==> config.mk <==
export PLATFORM = sky130hd
export DESIGN_NAME = chi_host
export DESIGN_NICKNAME = d
export VERILOG_FILES = /design/src/hw/chi_host.v
export VERILOG_INCLUDE_DIRS = /design/src /design/src/hw
export SDC_FILE = /design/constraint.sdc
export NUM_CORES = 1
export LEC_CHECK = 0
export ABC_AREA = 1
export BUFFER_PORTS_ARGS = -buffer_cell sky130_fd_sc_hd__buf_2
export CELL_PAD_IN_SITES_DETAIL_PLACEMENT = 2
export CELL_PAD_IN_SITES_GLOBAL_PLACEMENT = 2
export CORE_MARGIN = 8
export CORE_UTILIZATION = 24
export CTS_BUF_LIST = sky130_fd_sc_hd__clkbuf_4 sky130_fd_sc_hd__clkbuf_8
export DETAILED_ROUTE_END_ITERATION = 12
export MAX_ROUTING_LAYER = met4
export PLACE_DENSITY_LB_ADDON = 0.1
export SLEW_MARGIN = 5
export SYNTH_ARGS = -nofsm -noshare
export SYNTH_HDL_FRONTEND = slang
export SYNTH_SLANG_ARGS = --single-unit
export TNS_END_PERCENT = 10
==> constraint.sdc <==
create_clock -name sys_clk -period 3.9 [get_ports sys_clk]
set_input_delay 0 -clock sys_clk [delete_from_list [all_inputs] [get_ports sys_clk]]
set_output_delay 0 -clock sys_clk [all_outputs]
set_load 0.02 [all_outputs]
==> src/hw/chi_regs.vh <==
// Constants for the charger serial-port host controller.
// Included by the controller; holds definitions only.
`ifndef CHI_REGS_VH
`define CHI_REGS_VH
`define CHI_DEV_ADDR 7'h6B
`define CHI_REG_CHARGE_OPTION0 8'h00
`define CHI_REG_CHARGE_CURRENT 8'h02
`define CHI_REG_CHARGE_VOLTAGE 8'h04
`define CHI_REG_REVERSE_VOLTAGE 8'h06
`define CHI_REG_INPUT_VOLTAGE 8'h0A
`define CHI_REG_INPUT_LIMIT 8'h0E
`define CHI_REG_CHARGER_STATUS 8'h20
`define CHI_REG_THROTTLE_STATUS 8'h22
`define CHI_REG_CHARGE_OPTION1 8'h30
`define CHI_REG_CHARGE_OPTION2 8'h32
`define CHI_REG_CHARGE_OPTION3 8'h34
`define CHI_REG_THROTTLE_OPTION0 8'h36
`define CHI_REG_THROTTLE_OPTION1 8'h38
`define CHI_REG_SAMPLING_OPTION 8'h3A
`define CHI_RST_CHARGE_OPTION0 16'hE20E
`define CHI_RST_CHARGE_OPTION1 16'h0211
`define CHI_RST_CHARGE_OPTION2 16'h02B7
`define CHI_RST_CHARGE_OPTION3 16'h0000
`define CHI_RST_THROTTLE_OPTION0 16'h4A54
`define CHI_RST_THROTTLE_OPTION1 16'h8120
`define CHI_RST_SAMPLING_OPTION 16'h2000
`define CHI_LOW_POWER_BIT 15
`define CHI_WATCHDOG_MSB 14
`define CHI_WATCHDOG_LSB 13
`define CHI_CLK_MHZ 200
`define CHI_STD_KHZ 100
`define CHI_FAST_KHZ 400
// Quarter bit period in sys_clk cycles, rounded up so the bus rate never exceeds its limit
`define CHI_QUARTER_STD ((`CHI_CLK_MHZ * 1000 + 4 * `CHI_STD_KHZ - 1) / (4 * `CHI_STD_KHZ))
`define CHI_QUARTER_FAST ((`CHI_CLK_MHZ * 1000 + 4 * `CHI_FAST_KHZ - 1) / (4 * `CHI_FAST_KHZ))
`endif

==> src/hw/chi_host.v <==
// Host controller for a two-wire charger slave: issues word writes and word reads.
// Assumes external pull-ups on both lines and a device address fixed by the device.
// Commands wait for both lines to read high, so a busy bus delays the start.
// Behaviour
// Device answers at fixed seven-bit address.
// Word transfers: register address then two bytes.
// Bus runs at standard or fast rate.
// Lines only pulled low or released.
// Data changes only while clock low.
// Start and stop are data edges, clock high.
// Master makes start/stop; busy until stop.
// Bytes are eight bits, MSB first.
// Wait while slave holds clock low.
// Ninth pulse carries acknowledge from receiver.
// No acknowledge ends with stop.
// First byte is address plus direction.
// Device refuses undefined register addresses.
// Device serves multi-byte transfers.
// Setpoint written low byte then high byte.
// Device commits setpoint bytes together.
// High byte first is discarded.
// Long gap between bytes discards both.
// Device holds constant maker code.
// Result registers in fixed order.
// Converter off in low power mode.
// Enabling converter on battery leaves low power.
// Watchdog field at upper option bits 6:5.
// Low power is upper option bit 7.
// Throttle status clears after read, inactive.
// Mismatched address left unacknowledged.
`include "chi_regs.vh"
`timescale 1ns/1ps
`default_nettype none
module chi_host
(
    input wire sys_clk,
    input wire reset_n,
    input wire cmd_valid,
    input wire cmd_read,
    input wire [7:0] cmd_reg,
    input wire [15:0] cmd_data,
    input wire fast_mode,
    output reg cmd_ready,
    output reg done,
    output reg nack,
    output reg [15:0] rd_data,
    input wire scl_in,
    output reg scl_out,
    output reg scl_oe,
    input wire sda_in,
    output reg sda_out,
    output reg sda_oe
);
    localparam [3:0] ST_IDLE = 4'h0;
    localparam [3:0] ST_START = 4'h1;
    localparam [3:0] ST_BIT = 4'h2;
    localparam [3:0] ST_ACK = 4'h3;
    localparam [3:0] ST_RSTART = 4'h4;
    localparam [3:0] ST_STOP = 4'h5;
    localparam [15:0] QSTD = `CHI_QUARTER_STD;
    localparam [15:0] QFAST = `CHI_QUARTER_FAST;

    reg scl_meta;
    reg scl_s;
    reg sda_meta;
    reg sda_s;
    reg [3:0] state;
    reg [1:0] phase;
    reg [15:0] tick_cnt;
    reg [2:0] bit_idx;
    reg [2:0] byte_idx;
    reg [7:0] shreg;
    reg is_read;
    reg [7:0] reg_addr;
    reg [15:0] wdata;
    reg rd_byte;
    reg got_ack;

    wire tick = (tick_cnt == 16'h0000);
    // Keep fast_mode steady in a transfer: it retimes the very next quarter
    wire [15:0] quarter = fast_mode ? QFAST : QSTD;
    // Write: addr/W, reg, low, high. Read: addr/W, reg, rstart, addr/R, low, high
    wire [7:0] next_tx_byte = (byte_idx == 3'h0) ? {`CHI_DEV_ADDR, 1'b0} :
                              (byte_idx == 3'h1) ? reg_addr :
                              (byte_idx == 3'h2) ? (is_read ? {`CHI_DEV_ADDR, 1'b1} : wdata[7:0]) :
                              wdata[15:8];
    // After an ack the index still names the byte just sent, so look one ahead
    wire [7:0] next_data_byte = (byte_idx == 3'h0) ? reg_addr :
                                (byte_idx == 3'h1) ? wdata[7:0] :
                                wdata[15:8];

    // Two-flop synchronisers; both lines come from off-chip
    always @(posedge sys_clk or negedge reset_n)
    begin
        if (!reset_n)
        begin
            scl_meta <= 1'b1;
            scl_s <= 1'b1;
            sda_meta <= 1'b1;
            sda_s <= 1'b1;
        end
        else
        begin
            scl_meta <= scl_in;
            scl_s <= scl_meta;
            sda_meta <= sda_in;
            sda_s <= sda_meta;
        end
    end

    // Quarter-period divider; its one-cycle tick paces every line change
    always @(posedge sys_clk or negedge reset_n)
    begin
        if (!reset_n)
            tick_cnt <= 16'h0000;
        else if (tick || state == ST_IDLE)
            tick_cnt <= quarter - 16'h0001;
        // Released clock still low in the high quarter: slave stretches, or the
        // synchroniser has not caught up yet; both mean wait
        else if (!(phase == 2'h2 && scl_out && !scl_s))
            tick_cnt <= tick_cnt - 16'h0001; // Frozen while slave stretches
    end

    // Bit engine: q0 data, q1 clock up, q2 sample, q3 clock down
    always @(posedge sys_clk or negedge reset_n)
    begin
        if (!reset_n)
        begin
            state <= ST_IDLE;
            phase <= 2'h0;
            bit_idx <= 3'h7;
            byte_idx <= 3'h0;
            shreg <= 8'hFF;
            is_read <= 1'b0;
            reg_addr <= 8'h00;
            wdata <= 16'h0000;
            rd_byte <= 1'b0;
            got_ack <= 1'b0;
            cmd_ready <= 1'b0;
            done <= 1'b0;
            nack <= 1'b0;
            rd_data <= 16'h0000;
            scl_out <= 1'b1;
            scl_oe <= 1'b0;
            sda_out <= 1'b1;
            sda_oe <= 1'b0;
        end
        else
        begin
            done <= 1'b0;
            case (state)
            ST_IDLE:
            begin
                scl_oe <= 1'b0;
                sda_oe <= 1'b0;
                scl_out <= 1'b1;
                sda_out <= 1'b1;
                // Bus counts as busy until both lines read high
                cmd_ready <= scl_s && sda_s;
                if (cmd_valid && cmd_ready)
                begin
                    cmd_ready <= 1'b0;
                    is_read <= cmd_read;
                    reg_addr <= cmd_reg;
                    wdata <= cmd_data;
                    byte_idx <= 3'h0;
                    nack <= 1'b0;
                    phase <= 2'h0;
                    state <= ST_START;
                end
            end
            ST_START:
                if (tick)
                begin
                    // Data falls with clock high
                    sda_out <= 1'b0;
                    sda_oe <= 1'b1;
                    phase <= phase + 2'h1;
                    if (phase == 2'h1)
                    begin
                        scl_out <= 1'b0;
                        scl_oe <= 1'b1;
                        shreg <= next_tx_byte;
                        rd_byte <= 1'b0;
                        bit_idx <= 3'h7;
                        phase <= 2'h0;
                        state <= ST_BIT;
                    end
                end
            ST_BIT, ST_ACK:
                if (tick)
                begin
                    phase <= phase + 2'h1;
                    case (phase)
                    2'h0:
                    begin
                        // Data moves only in the low phase
                        if (state == ST_BIT)
                        begin
                            sda_out <= rd_byte ? 1'b1 : shreg[7];
                            sda_oe <= rd_byte ? 1'b0 : !shreg[7];
                        end
                        else
                        begin
                            // Host acks the low data byte, nacks the last
                            sda_out <= !(rd_byte && byte_idx == 3'h3);
                            sda_oe <= rd_byte && byte_idx == 3'h3;
                        end
                    end
                    2'h1:
                    begin
                        scl_out <= 1'b1;
                        scl_oe <= 1'b0;
                    end
                    // Mid-high sample, clear of both clock edges
                    2'h2:
                        if (state == ST_BIT)
                            shreg <= {shreg[6:0], sda_s};
                        else
                            got_ack <= !sda_s;
                    default:
                    begin
                        scl_out <= 1'b0;
                        scl_oe <= 1'b1;
                        if (state == ST_BIT)
                        begin
                            bit_idx <= bit_idx - 3'h1;
                            if (bit_idx == 3'h0)
                                state <= ST_ACK;
                        end
                        else if (rd_byte)
                        begin
                            // Low byte arrives first
                            if (byte_idx == 3'h3)
                                rd_data[7:0] <= shreg;
                            else
                                rd_data[15:8] <= shreg;
                            byte_idx <= byte_idx + 3'h1;
                            if (byte_idx == 3'h4)
                            begin
                                done <= 1'b1;
                                state <= ST_STOP;
                            end
                            else
                            begin
                                shreg <= 8'hFF;
                                bit_idx <= 3'h7;
                                state <= ST_BIT;
                            end
                        end
                        else if (!got_ack)
                        begin
                            nack <= 1'b1;
                            done <= 1'b1;
                            state <= ST_STOP;
                        end
                        else if (is_read && byte_idx == 3'h1)
                        begin
                            byte_idx <= 3'h2;
                            state <= ST_RSTART;
                        end
                        else if (is_read && byte_idx == 3'h2)
                        begin
                            byte_idx <= 3'h3;
                            rd_byte <= 1'b1;
                            shreg <= 8'hFF;
                            bit_idx <= 3'h7;
                            state <= ST_BIT;
                        end
                        else if (byte_idx == 3'h3)
                        begin
                            done <= 1'b1; // Both setpoint bytes sent back to back
                            state <= ST_STOP;
                        end
                        else
                        begin
                            byte_idx <= byte_idx + 3'h1;
                            shreg <= next_data_byte;
                            bit_idx <= 3'h7;
                            state <= ST_BIT;
                        end
                    end
                    endcase
                end
            ST_RSTART:
                if (tick)
                begin
                    phase <= phase + 2'h1;
                    case (phase)
                    2'h0:
                    begin
                        sda_out <= 1'b1;
                        sda_oe <= 1'b0;
                    end
                    2'h1:
                    begin
                        scl_out <= 1'b1;
                        scl_oe <= 1'b0;
                    end
                    default:
                    begin
                        // Full start again: data falls first, clock one quarter later
                        phase <= 2'h0;
                        state <= ST_START;
                    end
                    endcase
                end
            default:
                if (tick)
                begin
                    // Stop: data rises with clock high
                    phase <= phase + 2'h1;
                    case (phase)
                    2'h0:
                    begin
                        sda_out <= 1'b0;
                        sda_oe <= 1'b1;
                    end
                    2'h1:
                    begin
                        scl_out <= 1'b1;
                        scl_oe <= 1'b0;
                    end
                    // Reached only once the clock reads high, so a stretch delays it
                    2'h2:
                    begin
                        sda_out <= 1'b1;
                        sda_oe <= 1'b0;
                    end
                    default:
                    begin
                        phase <= 2'h0;
                        state <= ST_IDLE;
                    end
                    endcase
                end
            endcase
        end
    end
endmodule
`default_nettype wire

==> metrics, run 1 <==
GP Congestion=0.778; sequential share of power=0.331; met1 wire length=8400 µm; crit path DAT=2.60 ns; GRT Total Usage=0.144; final WL=18400 µm; Port-buffer cells=53; die area=0.0276 mm²; cts repair resizes=0; Pint=0.00224 W; initial antenna violation count=0; Seq cells post-synth=89; Crit Reg-Reg Endpoint=tick_cnt[6]$_DFFE_PN0P_; Synth top area share=0.334; Worst-path clk slew=0.09 ns; Static Leak=3.18 nW; CTS tree=built; post-synthesis cell count=740; Vias/cell=4.58; period utilization=0.594; clock sinks=89; final cell count without fillers=1106; Hold WS=0.257 ns; post-CTS setup buffers=0; Synth area leaders=dfrtp_1, nand2_1, dfstp_2; Top Layer Used=met4; library cells used by synthesis=37; first-pass GRT wire length=31200 µm; RR Startpoint=phase[0]$_DFFE_PN0P_; Clock Path Buffers=2; max-slew violations=0; Die Y=166 µm; drt pass-1 iters=4; met2 wire len=9420 µm; Worst Clk Skew=0.0148 ns; maximum vdd drop=204 µV; Layout area overhead=19.1%; TritonCTS Buffers=9; Synth area leader=dfrtp_1; Logic pwr share=0.503; total number of vias=5061; status=finished clean; crit path capture=tick_cnt[6]$_DFFE_PN0P_; CP Max Fanout=14; Worst Setup End Kind=flip-flop; Final Core Density=0.287; Post-Place Cells=1059; worst-margin pin slew=1.02 ns; die span in x=166 µm; vias in the first global route=5863; Worst setup SP type=flip-flop; clock power share=0.165; Detailed Route Iter0 Violations=146; FMAX=432 MHz; Sw Share=0.495; reg2reg path depth=8; H-tree depth=3; DP HPWL=14100 µm; FF-to-FF setup slack=1.58 ns; Slew Limit Headroom=0.320; Tmin final=2.32 ns; IO Count=54; WL met3=331 µm; Core Area=0.0224 mm²; Hold Crit Class=primary input to flip-flop; synthesized area=0.00540 mm²; row count=55; Avg WL per Cell=16.6 µm; ANT nets after route=0; initial core utilization=0.241; share of layout cells above drive strength 1=0.172; pin count of the biggest net entering global routing=51; final hold violations=0; Worst-Skew Late Latency=0.39 ns; CP Class=flip-flop to flip-flop; Power per Cell Area=689 mW/mm²; Max-Cap Viols=0; RSZ-0062 raised after global routing=no; DRC Markers=0; Ant. Diodes=0; Sw Pwr=0.00219 W; nets=862; Clk Tree Root Cell=clkbuf_8; synth warn=0; syn_nets=786; Critical path origin=phase[0]$_DFFE_PN0P_; count of final setup violators=0; global route overflow=0; Worst EP required=4.18 ns; Seq/Total Area, Yosys=0.416; Setup TNS=0 ns; syn avg cell area=7.30 µm²
==> cell usage in the layout (no fill, tap or decap), drive strengths merged <==
master       Yosys  final
ha              15     15
nor2            84     84
inv             93     97
o21ai           69     69
and3             2      2
a21oi           14     14
buf             19     55
a32o             1      1
a21o             1      1
dfstp           17     17
bufinv           0      1
xor2             3      3
or2              1      1
clkbuf           2     10
o31ai            1      1
dfrtp           72     72
nand4           15     15
dlygate4sd3      0     31
nand2          248    248
nand3           71     71
xnor2            3      3
clkinv           0      1
nor3             7      7
o22ai            1      1
o21bai           1      1
==> Yosys cell counts <==
master / number
nand2_1: 234
inv_1: 88
dfrtp_1: 72
nand3_1: 71
nor2_1: 66
o21ai_0: 54
dfstp_2: 17
ha_1: 15
nand4_1: 13
nor2_2: 12
a21oi_1: 11
buf_2: 11
nand2_2: 9
o21ai_2: 9
nor2_4: 6
nor3_1: 6
o21ai_1: 6
buf_6: 5
nand2_4: 5
a21oi_2: 3
buf_4: 3
inv_2: 3
xnor2_1: 3
xor2_1: 3
and3_1: 2
clkbuf_1: 2
a21o_1: 1
a32o_1: 1
inv_4: 1
inv_8: 1
nand4_2: 1
nand4_4: 1
nor3_2: 1
o21bai_1: 1
o22ai_1: 1
o31ai_1: 1
or2_2: 1
==> critical path, stage by stage (launching register included) <==
cell and delay, ns:
dfrtp_1 0.41, inv_1 0.16, ha_1 0.52, nand2_1 0.11
nor2_1 0.39, inv_1 0.24, nand2_1 0.14, o21ai_0 0.08
a21o_1 0.16
==> repair_timing <==
| item | CTS | global route |
|---|---|---|
| setup endpoints to repair | 0 | 0 |
| endpoints found under the hold margin | 100 | 0 |
| hold buffers | 31 | 0 |
==> sequential cells by signal (all words and copies together), names as in the netlist, 3 cells and up <==
signal,count
state,3
reg_addr,8
bit_idx,3
wdata,16
tick_cnt,16
rd_data,16
byte_idx,3
shreg,8
==> power by group through the flow <==
| stage | registers (W) | clock network, W | logic, W |
|---|---|---|---|
| 2_1_floorplan | 0.00142 | 0 | 0.00166 |
| 3_3_place_gp | 0.00148 | 0 | 0.00219 |
| 3_5_place_dp | 0.00149 | 0 | 0.00226 |
| 4_1_cts | 0.00148 | 0.000777 | 0.00230 |
| 5_1_grt | 0.00151 | 0.000800 | 0.00257 |
| 6_report | 0.00147 | 0.000732 | 0.00223 |
==> cells by family (layout without fill, tap and decap cells) <==
| group | count (synthesis) | after routing | share of synthesized area |
|---|---|---|---|
| compound gates | 88 | 88 | 0.0925 |
| xor+xnor | 6 | 6 | 0.00974 |
| fa+ha+maj | 15 | 15 | 0.0348 |
| buf+inv | 114 | 195 | 0.0927 |
| flops | 89 | 89 | 0.416 |
| simple gates | 428 | 428 | 0.354 |
==> routing by layer <==
layer | track usage | up-vias
met5 | - | -
met4 | 0.0356 | 0
met3 | 0.0238 | 12
met2 | 0.256 | 45
met1 | 0.166 | 2517
li1 | - | 2487
==> stage by stage <==
| step | setup WS (ns) | total power, W | instance area [µm²] |
|---|---|---|---|
| floorplan | 2.30 | 0.00308 | 5400 |
| global placement | 1.69 | 0.00367 | 5900 |
| detailed placement | 1.58 | 0.00375 | 5900 |
| CTS | 1.57 | 0.00455 | 6430 |
| global route | 1.28 | 0.00488 | 6430 |
| finish | 1.58 | 0.00443 | 6430 |
==> area by class of cell <==
type | count | area [µm²]
Fill cell | 2630 | 15900
Multi-Input combinational cell | 537 | 2660
Sequential cell | 89 | 2250
Timing Repair Buffer | 86 | 593
Inverter | 93 | 359
Tap cell | 285 | 357
Clock buffer | 10 | 138
Clock inverter | 6 | 78.8
==> how the worst min path moves through the flow <==
stage	startpoint	endpoint	cells after the start	slack [ns]
finish	scl_in	scl_meta$_DFF_PN1_	2	0.26
global route	scl_in	scl_meta$_DFF_PN1_	2	0.23
CTS	scl_in	scl_meta$_DFF_PN1_	2	0.23
detailed placement	reset_n	wdata[3]$_DFFE_PN0P_	1	-0.11
global placement	reset_n	wdata[3]$_DFFE_PN0P_	1	-0.11
floorplan	reset_n	byte_idx[0]$_DFFE_PN0P_	0	-0.30
Power figures use the tool's default switching activity.
==> run 2: changes to the inputs <==
Clock period 3.9 ns to 2.05 ns, I/O delays scaled along.
==> metrics, run 2 (synthesis results as in run 1) <==
Hold WS=0.105 ns; Final Core Density=0.295; CP dominant cell by count=nand2_1; Ant. Diodes=0; Core Area=0.0224 mm²; Max-Cap Viols=0; GP Congestion=0.798; Worst-path clk slew=0.10 ns; crit path capture=tick_cnt[0]$_DFFE_PN0P_; final WL=18900 µm; Layout area overhead=22.4%; RR Startpoint=tick_cnt[0]$_DFFE_PN0P_; slowest stage delay, CP=0.43 ns; count of final setup violators=0; CP Cell Sequence=inv_2, ha_1, nand2_1, nor2_2, nand2_4, nand2_4, buf_4, nand2_1, o21ai_0, nand2_1, o21ai_0; Worst Clk Skew=0.00957 ns; maximum vdd drop=342 µV; Critical path origin=tick_cnt[0]$_DFFE_PN0P_; final hold violations=0; die area=0.0276 mm²; Crit Reg-Reg Endpoint=tick_cnt[0]$_DFFE_PN0P_; CP Buf/Inv Count=2; Worst EP required=2.35 ns; Hold Crit Class=primary input to async pin; Finished Cell Area=0.00661 mm²; die span in x=166 µm; max-slew violations=0; crit-path leading delay family=simple AND/OR/NAND/NOR gates; row count=55; Die Y=166 µm; TritonCTS Buffers=9; initial antenna violation count=0; FMAX=535 MHz; ANT nets after route=0; Clock Path Buffers=2; Detailed Route Iter0 Violations=198; Setup TNS=0 ns; initial core utilization=0.241; reg2reg path depth=11; Static Leak=3.30 nW; Slew Limit Headroom=0.682; global route overflow=0; Vias/cell=4.61; CTS tree=built; Clk Tree Root Cell=clkbuf_8; Port-buffer cells=53; biggest regs=rd_data: 16 flops, tick_cnt: 16 flops, wdata: 16 flops; vias in the first global route=5904; clock sinks=89; most frequent cells in the layout=nand2_1, inv_1, dfrtp_1, nand3_1, nor2_1; CP Max Fanout=8; share of layout cells above drive strength 1=0.203; first-pass GRT wire length=31200 µm; crit path DAT=2.17 ns; Worst path depth=11; H-tree depth=3; status=finished clean; DRC Markers=0; RSZ-0062 raised after global routing=no; worst-margin pin slew=0.475 ns; Worst Setup End Kind=flip-flop; drt pass-1 iters=4; most common cell after layout, fill and taps aside=nand2_1; Worst setup SP type=flip-flop; IO Count=54; Worst-Skew Late Latency=0.38 ns; period utilization=0.912; FF-to-FF setup slack=0.18 ns; CP Class=flip-flop to flip-flop; nets=882; Avg WL per Cell=16.8 µm; total number of vias=5186; DP HPWL=14600 µm; Power per Cell Area=1290 mW/mm²; pin count of the biggest net entering global routing=51; post-CTS setup buffers=0; GRT Total Usage=0.144; Slowest-stage cell, CP=dfrtp_1; Tmin final=1.87 ns; Placed Area=0.00610 mm²
run 2: changes by cell type in the layout (fill, tap and decap cells not counted), moves of 3 or more:
cell	previous run	this run
clkinvlp_4	0	3
inv_1	88	85
buf_4	3	21
buf_12	0	3
run 2: layer usage:
metal,global-route usage,share of wire
met5,-,0
met4,0.0522,0.019
met3,0.0166,0.017
met2,0.246,0.50
met1,0.174,0.46
run 2: final cells by class:
cell class	instances	area, µm²
inverters	93	363
clock buffers	10	131
multi-input cells	538	2690
flip-flops and latches	89	2250
well taps	285	357
fillers	2636	15800
repair buffers	105	768
clock inverters	6	53.8
run 2: worst min path at each step:
stage                        from                       to  slack (ns)  depth (start not counted)
after global routing      reset_n     wdata[8]$_DFFE_PN0P_        0.13                          2
final                     reset_n     wdata[8]$_DFFE_PN0P_        0.10                          2
after detailed placement  reset_n     wdata[8]$_DFFE_PN0P_      -0.001                          1
after floorplan           reset_n  byte_idx[0]$_DFFE_PN0P_       -0.30                          0
after CTS                 reset_n     wdata[8]$_DFFE_PN0P_        0.11                          2
after global placement    reset_n     wdata[8]$_DFFE_PN0P_      -0.006                          1
run 2: stage by stage:
| stage | worst slack (ns) | total power (W) | std cells |
|---|---|---|---|
| 2_1_floorplan | 0.445 | 0.00586 | 740 |
| 3_3_place_gp | 0.145 | 0.00718 | 1080 |
| 3_5_place_dp | 0.0315 | 0.00736 | 1080 |
| 4_1_cts | 0.0530 | 0.00870 | 1125 |
| 5_1_grt | 0.00508 | 0.00936 | 1126 |
| 6_report | 0.180 | 0.00851 | 1126 |
run 2: timing repair:
item | in CTS | in global routing
resized for setup | 1 | 9
pin swaps | 0 | 1
endpoints found under the hold margin | 82 | 0
setup endpoints to repair | 1 | 24
gates cloned | 0 | 1
hold buffers | 29 | 0
run 2: report_power, final:
part           switching [W]  total [W]  internal, W  leakage, nW
registers           0.000411    0.00276      0.00235         1.10
logic                0.00306    0.00454      0.00148         2.11
clock network       0.000746    0.00122     0.000470       0.0891
total                0.00421    0.00851      0.00430         3.30
